`config.mk`:
```
export PLATFORM = sky130hd
export DESIGN_NAME = diag_monitor
export DESIGN_NICKNAME = d
export VERILOG_FILES = /design/src/diag_monitor_pkg.sv /design/src/diag_monitor.sv
export VERILOG_INCLUDE_DIRS = /design/src
export SDC_FILE = /design/constraint.sdc
export NUM_CORES = 2
export LEC_CHECK = 0
export ABC_AREA = 1
export BUFFER_PORTS_ARGS = -buffer_cell sky130_fd_sc_hd__buf_2
export CAP_MARGIN = 10
export CELL_PAD_IN_SITES_DETAIL_PLACEMENT = 1
export CELL_PAD_IN_SITES_GLOBAL_PLACEMENT = 1
export CORE_ASPECT_RATIO = 1.75
export CORE_UTILIZATION = 30
export CTS_CLUSTER_SIZE = 20
export DETAILED_ROUTE_END_ITERATION = 7
export PLACE_DENSITY_LB_ADDON = 0.1
export SETUP_SLACK_MARGIN = 0.15
export SLEW_MARGIN = 20
export SYNTH_ARGS = -nofsm -noshare
export SYNTH_HDL_FRONTEND = slang
export SYNTH_SLANG_ARGS = --single-unit
```
`constraint.sdc`:
```
create_clock -name clk -period 15.4 [get_ports clk]
set_clock_uncertainty 0.1 [all_clocks]
set_input_delay 3.08 -clock clk [delete_from_list [all_inputs] [get_ports clk]]
set_output_delay 3.08 -clock clk [all_outputs]
set_load 0.05 [all_outputs]
```
`src/diag_monitor_map.svh`:
```
// Register offsets, field positions, reset values and timing counts
`ifndef DIAG_MONITOR_MAP_SVH
`define DIAG_MONITOR_MAP_SVH

`define CLK_PERIOD_NS 10
`define TICK_PERIOD_NS 1000000
`define TICK_CYCLES_DFLT (`TICK_PERIOD_NS / `CLK_PERIOD_NS)
`define HOUR_TICKS_DFLT 3600000
`define DISP_TICKS 1000

`define ADDR_CTRL 8'h00
`define ADDR_STATUS 8'h04
`define ADDR_CMD 8'h08
`define ADDR_SAT_RESP 8'h0C
`define ADDR_SAT_STOP 8'h10
`define ADDR_TMR_LIM 8'h14
`define ADDR_TMR_DIFF 8'h18
`define ADDR_TMR_STEP 8'h08
`define ADDR_TMR_CNT 8'h24
`define ADDR_CNT_STEP 8'h04
`define ADDR_HOURS_ELEC 8'h2C
`define ADDR_HOURS_SENS 8'h30
`define ADDR_PEAK_MIN 8'h34
`define ADDR_PEAK_MAX 8'h38
`define ADDR_PEAK_STEP 8'h08

`define CTRL_COMMISSION 0
`define CTRL_SAT_EN 1
`define CTRL_SAT_INT 2
`define CTRL_TMR_EN 3
`define CTRL_DIR_LO 5
`define CTRL_ACTIVE_UP 7
`define CTRL_RESET 8'h00

`define CMD_TMR_ACK 0
`define CMD_TMR_RST 1
`define CMD_PEAK_RST 4

`define STAT_WARN 0
`define STAT_FAULT 1
`define STAT_FAULT_UP 2
`define STAT_SAT_RESP 3
`define STAT_SAT_HOLD 4
`define STAT_TMR_REQ 5
`define STAT_TMR_ALARM 7
`define STAT_COMMISSIONED 9

`endif

```
`src/diag_monitor_pkg.sv`:
```
// Types shared by the diagnostic monitor
package diag_monitor_pkg;

	typedef enum logic [1:0] {
		DIR_ACTIVE,
		DIR_INVERSE,
		DIR_SATURATED,
		DIR_OPPOSITE
	} fault_dir_t;

	typedef enum logic [1:0] {
		SAT_IDLE,
		SAT_RESPOND,
		SAT_HOLD
	} sat_state_t;

	typedef struct packed {
		logic signed [2:0][15:0] value;
	} meas_t;

	typedef struct packed {
		logic commissioned;
		logic [31:0] hours_elec;
		logic [31:0] hours_sens;
		logic signed [2:0][15:0] peak_min;
		logic signed [2:0][15:0] peak_max;
	} nv_image_t;

endpackage : diag_monitor_pkg

```
`src/diag_monitor.sv`:
```
// Diagnostic supervisor: hours counters, two-stage timers, peaks, saturation
//
// Operation
// - Warning reported to host, current unchanged
// - Warning alternates display between text and unit
// - Interrupt forces fault current and reports event
// - All diagnostic sources disabled after default
// - Saturation source: warning only or interrupt too
// - Electronics and sensor hours counters, host readable
// - Hours start at commissioning, saved and restored
// - No way to clear hours counters
// - Timer first period raises request
// - Difference interval later: alarm and fault current
// - Host can deactivate timer monitoring
// - Reset before limit restarts timer from zero
// - Acknowledge before limit has no effect
// - Acknowledge after limit clears, no further report
// - Reset after limit clears and restarts timer
// - Min and max peaks for three variables
// - Peaks resettable by host, kept nonvolatile
// - Peaks follow substituted values during simulation
// - Saturation interrupt only after full response time
// - Short saturation never reaches fault current
// - Interrupt held until sat_stop ticks of the time base are counted, then revoked
// - Four selectable saturation fault directions
`timescale 1ns/1ns
`include "diag_monitor_map.svh"

module diag_monitor
	import diag_monitor_pkg::*;
#(
	parameter int TICK_CYCLES = `TICK_CYCLES_DFLT,
	parameter int HOUR_TICKS = `HOUR_TICKS_DFLT,
	parameter int NUM_TMR = 2,
	parameter int NUM_VAR = 3
) (
	input wire logic clk, // System clock
	input wire logic nrst, // Synchronous reset, active low
	input wire logic [7:0] addr, // Register byte address
	input wire logic [31:0] wdata, // Register write data
	input wire logic wr, // Write strobe
	input wire logic rd, // Read strobe
	output logic [31:0] rdata, // Read data, cycle after rd
	input wire meas_t meas, // Live measured values
	input wire meas_t sim_meas, // Substituted simulation values
	input wire logic [2:0] sim_active, // Simulation active per variable
	input wire logic sat_hi, // Output current at upper saturation
	input wire logic sat_lo, // Output current at lower saturation
	input wire logic pwr_fail, // Supply loss warning, level
	input wire logic nv_load, // Restore pulse with nv_in
	input wire nv_image_t nv_in, // Image read back from storage
	output nv_image_t nv_out, // Image to store
	output logic nv_save, // Store pulse on supply loss
	output logic diag_warning, // Warning active, reported to host
	output logic fault_current, // Force fault current
	output logic fault_up, // Fault current direction upward
	output logic disp_alt, // Display shows warning text when high
	output logic disp_error // Display shows error mark
);

	logic [31:0] ctrl;
	logic [31:0] sat_resp;
	logic [31:0] sat_stop;
	logic [31:0] tmr_lim [NUM_TMR];
	logic [31:0] tmr_diff [NUM_TMR];
	logic [31:0] tmr_cnt [NUM_TMR];
	logic tmr_done [NUM_TMR];
	logic [NUM_TMR-1:0] tmr_req;
	logic [NUM_TMR-1:0] tmr_alarm;
	logic [31:0] tick_cnt;
	logic tick;
	logic [31:0] hour_pre, hours_elec, hours_sens;
	logic [31:0] disp_cnt;
	logic pwr_fail_q;
	sat_state_t sat_state;
	logic [31:0] sat_cnt;
	logic sat_dir_up;
	logic sat_fault;
	logic sat_warn;
	logic cmd_wr;
	logic signed [15:0] cur [NUM_VAR];
	logic [31:0] next_rdata;
	logic signed [15:0] peak_min [NUM_VAR], peak_max [NUM_VAR];

	assign cmd_wr = wr && addr == `ADDR_CMD;

	// Register writes; defaults keep every source off
	always_ff @(posedge clk) begin
		if (!nrst) begin
			ctrl <= {24'h0000_00, `CTRL_RESET};
			sat_resp <= 32'h0000_0000;
			sat_stop <= 32'h0000_0000;
		end else begin
			if (wr && addr == `ADDR_CTRL) begin
				// Commission bit is sticky once set
				ctrl <= {24'h0000_00, wdata[7:1], ctrl[`CTRL_COMMISSION] | wdata[0]};
			end else if (nv_load && nv_in.commissioned) begin
				ctrl[`CTRL_COMMISSION] <= 1'b1;
			end
			if (wr && addr == `ADDR_SAT_RESP) begin
				sat_resp <= wdata;
			end
			if (wr && addr == `ADDR_SAT_STOP) begin
				sat_stop <= wdata;
			end
		end
	end

	// Common time base
	always_ff @(posedge clk) begin
		if (!nrst) begin
			tick_cnt <= 32'h0000_0000;
			tick <= 1'b0;
		end else begin
			tick <= tick_cnt == 32'(TICK_CYCLES - 1);
			tick_cnt <= (tick_cnt == 32'(TICK_CYCLES - 1)) ? 32'h0000_0000 : tick_cnt + 32'd1;
		end
	end

	// Hours counters; the host never writes them, only reset, a restore or the hour count changes them
	always_ff @(posedge clk) begin
		if (!nrst) begin
			hour_pre <= 32'h0000_0000;
			hours_elec <= 32'h0000_0000;
			hours_sens <= 32'h0000_0000;
		end else if (nv_load) begin
			hours_elec <= nv_in.hours_elec;
			hours_sens <= nv_in.hours_sens;
		end else if (tick && ctrl[`CTRL_COMMISSION]) begin
			if (hour_pre == 32'(HOUR_TICKS - 1)) begin
				hour_pre <= 32'h0000_0000;
				hours_elec <= hours_elec + 32'd1;
				hours_sens <= hours_sens + 32'd1;
			end else begin
				hour_pre <= hour_pre + 32'd1;
			end
		end
	end

	assign nv_out = {ctrl[`CTRL_COMMISSION], hours_elec, hours_sens,
		peak_min[2], peak_min[1], peak_min[0], peak_max[2], peak_max[1], peak_max[0]};

	// Store request on falling supply
	always_ff @(posedge clk) begin
		if (!nrst) begin
			pwr_fail_q <= 1'b0;
			nv_save <= 1'b0;
		end else begin
			pwr_fail_q <= pwr_fail;
			nv_save <= pwr_fail && !pwr_fail_q;
		end
	end

	// Calibration and service timers
	genvar gi;
	generate
		for (gi = 0; gi < NUM_TMR; gi++) begin : g_tmr
			logic ack;
			logic rst;
			logic reached1;
			logic reached2;
			logic [32:0] lim2;
			assign ack = cmd_wr && wdata[`CMD_TMR_ACK + 2 * gi];
			assign rst = cmd_wr && wdata[`CMD_TMR_RST + 2 * gi];
			assign lim2 = {1'b0, tmr_lim[gi]} + {1'b0, tmr_diff[gi]};
			assign reached1 = tmr_cnt[gi] >= tmr_lim[gi];
			assign reached2 = {1'b0, tmr_cnt[gi]} >= lim2;
			assign tmr_req[gi] = ctrl[`CTRL_TMR_EN + gi] && reached1 && !tmr_done[gi];
			assign tmr_alarm[gi] = ctrl[`CTRL_TMR_EN + gi] && reached2 && !tmr_done[gi];

			always_ff @(posedge clk) begin
				if (!nrst) begin
					tmr_lim[gi] <= 32'h0000_0000;
					tmr_diff[gi] <= 32'h0000_0000;
				end else begin
					if (wr && addr == 8'(`ADDR_TMR_LIM + `ADDR_TMR_STEP * gi)) begin
						tmr_lim[gi] <= wdata;
					end
					if (wr && addr == 8'(`ADDR_TMR_DIFF + `ADDR_TMR_STEP * gi)) begin
						tmr_diff[gi] <= wdata;
					end
				end
			end

			always_ff @(posedge clk) begin
				if (!nrst) begin
					tmr_cnt[gi] <= 32'h0000_0000;
					tmr_done[gi] <= 1'b0;
				end else if (!ctrl[`CTRL_TMR_EN + gi]) begin
					tmr_cnt[gi] <= 32'h0000_0000;
					tmr_done[gi] <= 1'b0;
				end else if (rst) begin
					tmr_cnt[gi] <= 32'h0000_0000;
					tmr_done[gi] <= 1'b0;
				end else begin
					if (ack && reached1) begin
						tmr_done[gi] <= 1'b1;
					end
					if (tick && tmr_cnt[gi] != 32'hFFFF_FFFF) begin
						tmr_cnt[gi] <= tmr_cnt[gi] + 32'd1;
					end
				end
			end
		end
	endgenerate

	// Peak trackers
	generate
		for (gi = 0; gi < NUM_VAR; gi++) begin : g_peak
			logic prst;
			assign prst = cmd_wr && wdata[`CMD_PEAK_RST + gi];
			assign cur[gi] = sim_active[gi] ? sim_meas.value[gi] : meas.value[gi];

			always_ff @(posedge clk) begin
				if (!nrst) begin
					peak_min[gi] <= 16'h7FFF;
					peak_max[gi] <= 16'h8000;
				end else if (nv_load) begin
					peak_min[gi] <= nv_in.peak_min[gi];
					peak_max[gi] <= nv_in.peak_max[gi];
				end else if (prst) begin
					peak_min[gi] <= cur[gi];
					peak_max[gi] <= cur[gi];
				end else begin
					if (cur[gi] < peak_min[gi]) begin
						peak_min[gi] <= cur[gi];
					end
					if (cur[gi] > peak_max[gi]) begin
						peak_max[gi] <= cur[gi];
					end
				end
			end
		end
	endgenerate

	// Saturation monitor
	always_ff @(posedge clk) begin
		if (!nrst) begin
			sat_state <= SAT_IDLE;
			sat_cnt <= 32'h0000_0000;
			sat_dir_up <= 1'b0;
		end else begin
			case (sat_state)
				SAT_IDLE: begin
					sat_cnt <= 32'h0000_0000;
					if (ctrl[`CTRL_SAT_EN] && (sat_hi || sat_lo)) begin
						sat_state <= SAT_RESPOND;
					end
				end
				SAT_RESPOND: begin
					if (!ctrl[`CTRL_SAT_EN] || !(sat_hi || sat_lo)) begin
						sat_state <= SAT_IDLE;
					end else if (sat_cnt >= sat_resp) begin
						sat_state <= SAT_HOLD;
						sat_cnt <= 32'h0000_0000;
						sat_dir_up <= sat_hi;
					end else if (tick) begin
						sat_cnt <= sat_cnt + 32'd1;
					end
				end
				SAT_HOLD: begin
					if (!ctrl[`CTRL_SAT_EN] || sat_cnt >= sat_stop) begin
						sat_state <= SAT_IDLE;
					end else if (tick) begin
						sat_cnt <= sat_cnt + 32'd1;
					end
				end
				default: begin
					sat_state <= SAT_IDLE;
				end
			endcase
		end
	end

	assign sat_warn = sat_state == SAT_HOLD;
	assign sat_fault = sat_warn && ctrl[`CTRL_SAT_INT];

	// Fault and warning outputs
	always_ff @(posedge clk) begin
		if (!nrst) begin
			diag_warning <= 1'b0;
			fault_current <= 1'b0;
			fault_up <= 1'b0;
		end else begin
			diag_warning <= sat_warn || (|tmr_req);
			fault_current <= sat_fault || (|tmr_alarm);
			if (sat_fault) begin
				case (fault_dir_t'(ctrl[`CTRL_DIR_LO +: 2]))
					DIR_ACTIVE: fault_up <= ctrl[`CTRL_ACTIVE_UP];
					DIR_INVERSE: fault_up <= !ctrl[`CTRL_ACTIVE_UP];
					DIR_SATURATED: fault_up <= sat_dir_up;
					DIR_OPPOSITE: fault_up <= !sat_dir_up;
					default: fault_up <= ctrl[`CTRL_ACTIVE_UP];
				endcase
			end else begin
				fault_up <= ctrl[`CTRL_ACTIVE_UP];
			end
		end
	end

	// Display alternation while warning stands
	always_ff @(posedge clk) begin
		if (!nrst) begin
			disp_cnt <= 32'h0000_0000;
			disp_alt <= 1'b0;
			disp_error <= 1'b0;
		end else begin
			disp_error <= fault_current;
			if (!diag_warning) begin
				disp_cnt <= 32'h0000_0000;
				disp_alt <= 1'b0;
			end else if (tick) begin
				if (disp_cnt == 32'(`DISP_TICKS - 1)) begin
					disp_cnt <= 32'h0000_0000;
					disp_alt <= !disp_alt;
				end else begin
					disp_cnt <= disp_cnt + 32'd1;
				end
			end
		end
	end

	// Read mux; unmapped reads return zero
	always_comb begin
		next_rdata = 32'h0000_0000;
		case (addr)
			`ADDR_CTRL: next_rdata = ctrl;
			`ADDR_STATUS: begin
				next_rdata[`STAT_WARN] = diag_warning;
				next_rdata[`STAT_FAULT] = fault_current;
				next_rdata[`STAT_FAULT_UP] = fault_up;
				next_rdata[`STAT_SAT_RESP] = sat_state == SAT_RESPOND;
				next_rdata[`STAT_SAT_HOLD] = sat_warn;
				next_rdata[`STAT_TMR_REQ +: 2] = tmr_req;
				next_rdata[`STAT_TMR_ALARM +: 2] = tmr_alarm;
				next_rdata[`STAT_COMMISSIONED] = ctrl[`CTRL_COMMISSION];
			end
			`ADDR_SAT_RESP: next_rdata = sat_resp;
			`ADDR_SAT_STOP: next_rdata = sat_stop;
			`ADDR_HOURS_ELEC: next_rdata = nv_out.hours_elec;
			`ADDR_HOURS_SENS: next_rdata = nv_out.hours_sens;
			default: next_rdata = 32'h0000_0000;
		endcase
		for (int i = 0; i < NUM_TMR; i++) begin
			if (addr == 8'(`ADDR_TMR_LIM + `ADDR_TMR_STEP * i)) next_rdata = tmr_lim[i];
			if (addr == 8'(`ADDR_TMR_DIFF + `ADDR_TMR_STEP * i)) next_rdata = tmr_diff[i];
			if (addr == 8'(`ADDR_TMR_CNT + `ADDR_CNT_STEP * i)) next_rdata = tmr_cnt[i];
		end
		for (int i = 0; i < NUM_VAR; i++) begin
			if (addr == 8'(`ADDR_PEAK_MIN + `ADDR_PEAK_STEP * i)) begin
				next_rdata = {{16{nv_out.peak_min[i][15]}}, nv_out.peak_min[i]};
			end
			if (addr == 8'(`ADDR_PEAK_MAX + `ADDR_PEAK_STEP * i)) begin
				next_rdata = {{16{nv_out.peak_max[i][15]}}, nv_out.peak_max[i]};
			end
		end
	end

	always_ff @(posedge clk) begin
		if (!nrst) begin
			rdata <= 32'h0000_0000;
		end else begin
			rdata <= rd ? next_rdata : 32'h0000_0000;
		end
	end

endmodule : diag_monitor

```
==> run metrics <==
PortBufs a little over 500; Post-synth EDFFs ~290; Initial Util 0.3027; crit path max fanout 17; met2 wire length around 110000 um; Max VDD drop ~0.07 mV; global-route total usage across every layer 0.2901; CTS root buf clkbuf_16; nature of the critical path startpoint input port; Final min period between 6000 and 7000 ps; M1 WL 74030 um; grt ovf 0; CORE AREA 132900 sq um; sequential fraction of the synthesis area 0.3691; Post-CTS Setup Bufs 0; hold depth 1; CTS Buf Count 70; Netlist Area Pre-Place roughly 40000 sq um; worst hold path class flop to flop; Synth Instances approximately 5300; WHS Endpoint nv_save; die width 278.8 um; setup_tns 0 ps; CTS tree built; antenna viol nets, final 0; number of nets in the final layout 6465; CTS Buffer Depth 3; leakage power about 20 nW; Detailed Route WL 199300 um; Syn Area/Cell 7.575 sq um; DR pass1 iterations 5; cell type of the slowest stage on the worst timing path nand3_1; worst reg2reg path depth 32; Clock Pin Slew Worst Setup and Hold Paths 60 ps; post-synth cell types 73; IO Count ~510; max-slew violations 0; die footprint 135600 sq um; final hold violations 0; total power between 4 and 5 mW; DP Wirelength 163100 um; Iteration-0 DRC Markers between 2000 and 2500; CP arrival about 6700 ps; Critical R2R Capture rdata[7]; reg-to-reg slack, setup 9430 ps; Reg-to-Reg Start tmr_lim[0][0]; vias in the first global route approximately 43000; H-tree depth 3; wire per inst roughly 26 um; CP required between 15000 and 20000 ps; post-CTS sizing 0; Primary FF master, synth dfxtp_1; Crit path largest cell delay around 660 ps; Die Ht roughly 500 um; Synth Register Bits 597; CP Cell Sequence buf_2, inv_1, or2_2, o21ai_0, inv_1, ha_1, a21oi_1, nor2_1, a211oi_1, o211ai_1, nand2_1, o2111ai_1, or3b_2, nand2_1, nand3_1; largest net degree at the start of global routing 65; placed cells roughly 7400; layout cells sized above 1 0.1431; Pwr Density approximately 94 nW/um^2; row count roughly 180; routed length on met3 9731 um; status finished, final reports clean; critical hold path startpoint pwr_fail_q; DR vias/cell 5.329; antenna violations before repair 32; Area growth syn-to-layout 17.55%; Setup Viol. Count Final 0; top sig layer met5; FFs w/ async S/R, synth 0; non-filler cells, final roughly 7600; synth warn 0; Worst-Margin Slew 1194 ps; worst-skew pair later-pin latency between 600 and 700 ps; max cap viols 0; crit end category flop; Max transition margin 0.1965; # clock sinks 597; critical path class input port to flop; via count roughly 40000; top achievable clock speed 150.6 MHz; period utilisation layout 0.4312; GP Congestion a little over 0.9; Post-Syn Nets roughly 6000; unrepaired setup endpoints after global routing no; first-pass GRT wire length 287000 um; Hold Buf Count CTS 0; drc violations 0
## sequential cells by signal, indices dropped and copies added, names as in the netlist, 2 cells and up
register	cells
tmr_cnt	64
hour_pre	32
hours_elec	32
peak_min	48
rdata	32
sat_resp	32
sat_cnt	32
disp_cnt	32
hours_sens	32
tmr_lim	64
tmr_done	2
peak_max	48
tick_cnt	32
sat_stop	32
ctrl	8
sat_state	2
tmr_diff	64
## cells by family after synthesis
family / after synthesis / synth area share
flops: 597 / 0.3691
fa+ha+maj: 363 / 0.1133
simple gates: 2163 / 0.2382
mux: 1 / 0.0002799
compound gates: 1109 / 0.1599
xor+xnor: 147 / 0.03201
buf+inv: 930 / 0.08729
## cells in the mapped netlist (all sizes together) (4+ instances only)
cell type	count	area (sq um)
a2111oi	12	105.1
a211oi	61	457.9
a21o	11	82.58
a21oi	426	2132
a221oi	32	280.3
a22o	7	61.31
a31oi	41	256.5
a32o	4	40.04
buf	9	50.04
clkbuf	146	548.0
clkinv	7	27.52
dfxtp	308	6166
edfxtp	289	8678
ha	361	4517
inv	768	2885
nand2	883	3332
nand3	198	1011
nand3b	8	60.06
nand4	109	706.9
nor2	649	2514
nor3	155	858.3
nor3b	14	110.1
nor4	72	503.0
o2111ai	38	332.8
o211ai	33	247.7
o21a	15	112.6
o21ai	360	1802
o21bai	10	75.07
o221a	4	45.04
o22ai	32	200.2
o41ai	4	42.55
or2	66	412.9
xnor2	42	367.9
xor2	105	919.6
## layer usage
layer  vias to the layer above  global-route usage
met2                       926              0.5506
li1                      19055                   -
met4                        38              0.1366
met1                     19956              0.3052
met5                         -                   0
met3                       308             0.05116
## area by class of cell
| type | instances | area (sq um) |
|---|---|---|
| repair buffers | 567 | 2993 |
| multi-input cells | 3783 | 21960 |
| well taps | 1700 | 2127 |
| clock inverters | 28 | 290.3 |
| diodes | 10 | 25.02 |
| clock buffers | 99 | 2130 |
| flip-flops and latches | 597 | 14840 |
| fillers | 16375 | 85590 |
| inverters | 775 | 2914 |
## layout by cell type (no fill, tap or decap), types with 77 or more instances in the layout
master | synthesis | routed
nand4_1 | 105 | 105
nand3_1 | 194 | 190
inv_1 | 761 | 760
clkbuf_16 | 0 | 77
buf_2 | 1 | 505
edfxtp_1 | 289 | 289
nand2_1 | 878 | 876
a21oi_1 | 426 | 426
o21ai_0 | 351 | 347
nor3_1 | 141 | 141
ha_1 | 361 | 361
xor2_1 | 105 | 105
nor2_1 | 630 | 620
dfxtp_1 | 308 | 308
## critical path: cells and delay by family
family,cells,cell delay (ps)
buffers and inverters,3,750
AO/OA/AOI/OAI,5,770
adder cells (fa/ha/maj),1,320
AND/OR/NAND/NOR,6,1770
## per-stage QoR
stage / util / area [sq um] / setup slack, ps / hold slack [ps]
finish: 0.3558 / 47280 / 8760 / 284.3
global route: 0.3557 / 47260 / 8562 / 311.9
CTS: 0.3557 / 47260 / 8701 / 286.8
detailed placement: 0.3374 / 44840 / 7981 / 279.1
global placement: 0.3374 / 44840 / 8047 / 272.2
floorplan: - / 40220 / 8382 / 268.2
## worst max path at each step
stage | start | end | slack [ps] | cells past startpoint
after detailed placement | sim_active[2] | peak_max[2][11] | 7980 | 15
after global placement | sim_active[2] | peak_max[2][8] | 8050 | 15
after global routing | sim_active[2] | peak_max[2][13] | 8560 | 15
final | sim_active[2] | peak_max[2][11] | 8760 | 15
after floorplan | addr[7] | tmr_lim[0][0] | 8380 | 6
after CTS | sim_active[2] | peak_max[2][11] | 8700 | 15
## power breakdown
group	switching [mW]	leakage, nW	internal, mW
combinational	0.580	13.7	0.238
clock	0.765	1.19	1.05
sequential	0.0922	5.47	1.73
total	1.44	20.4	3.02
(Power assumes the default switching activity.)
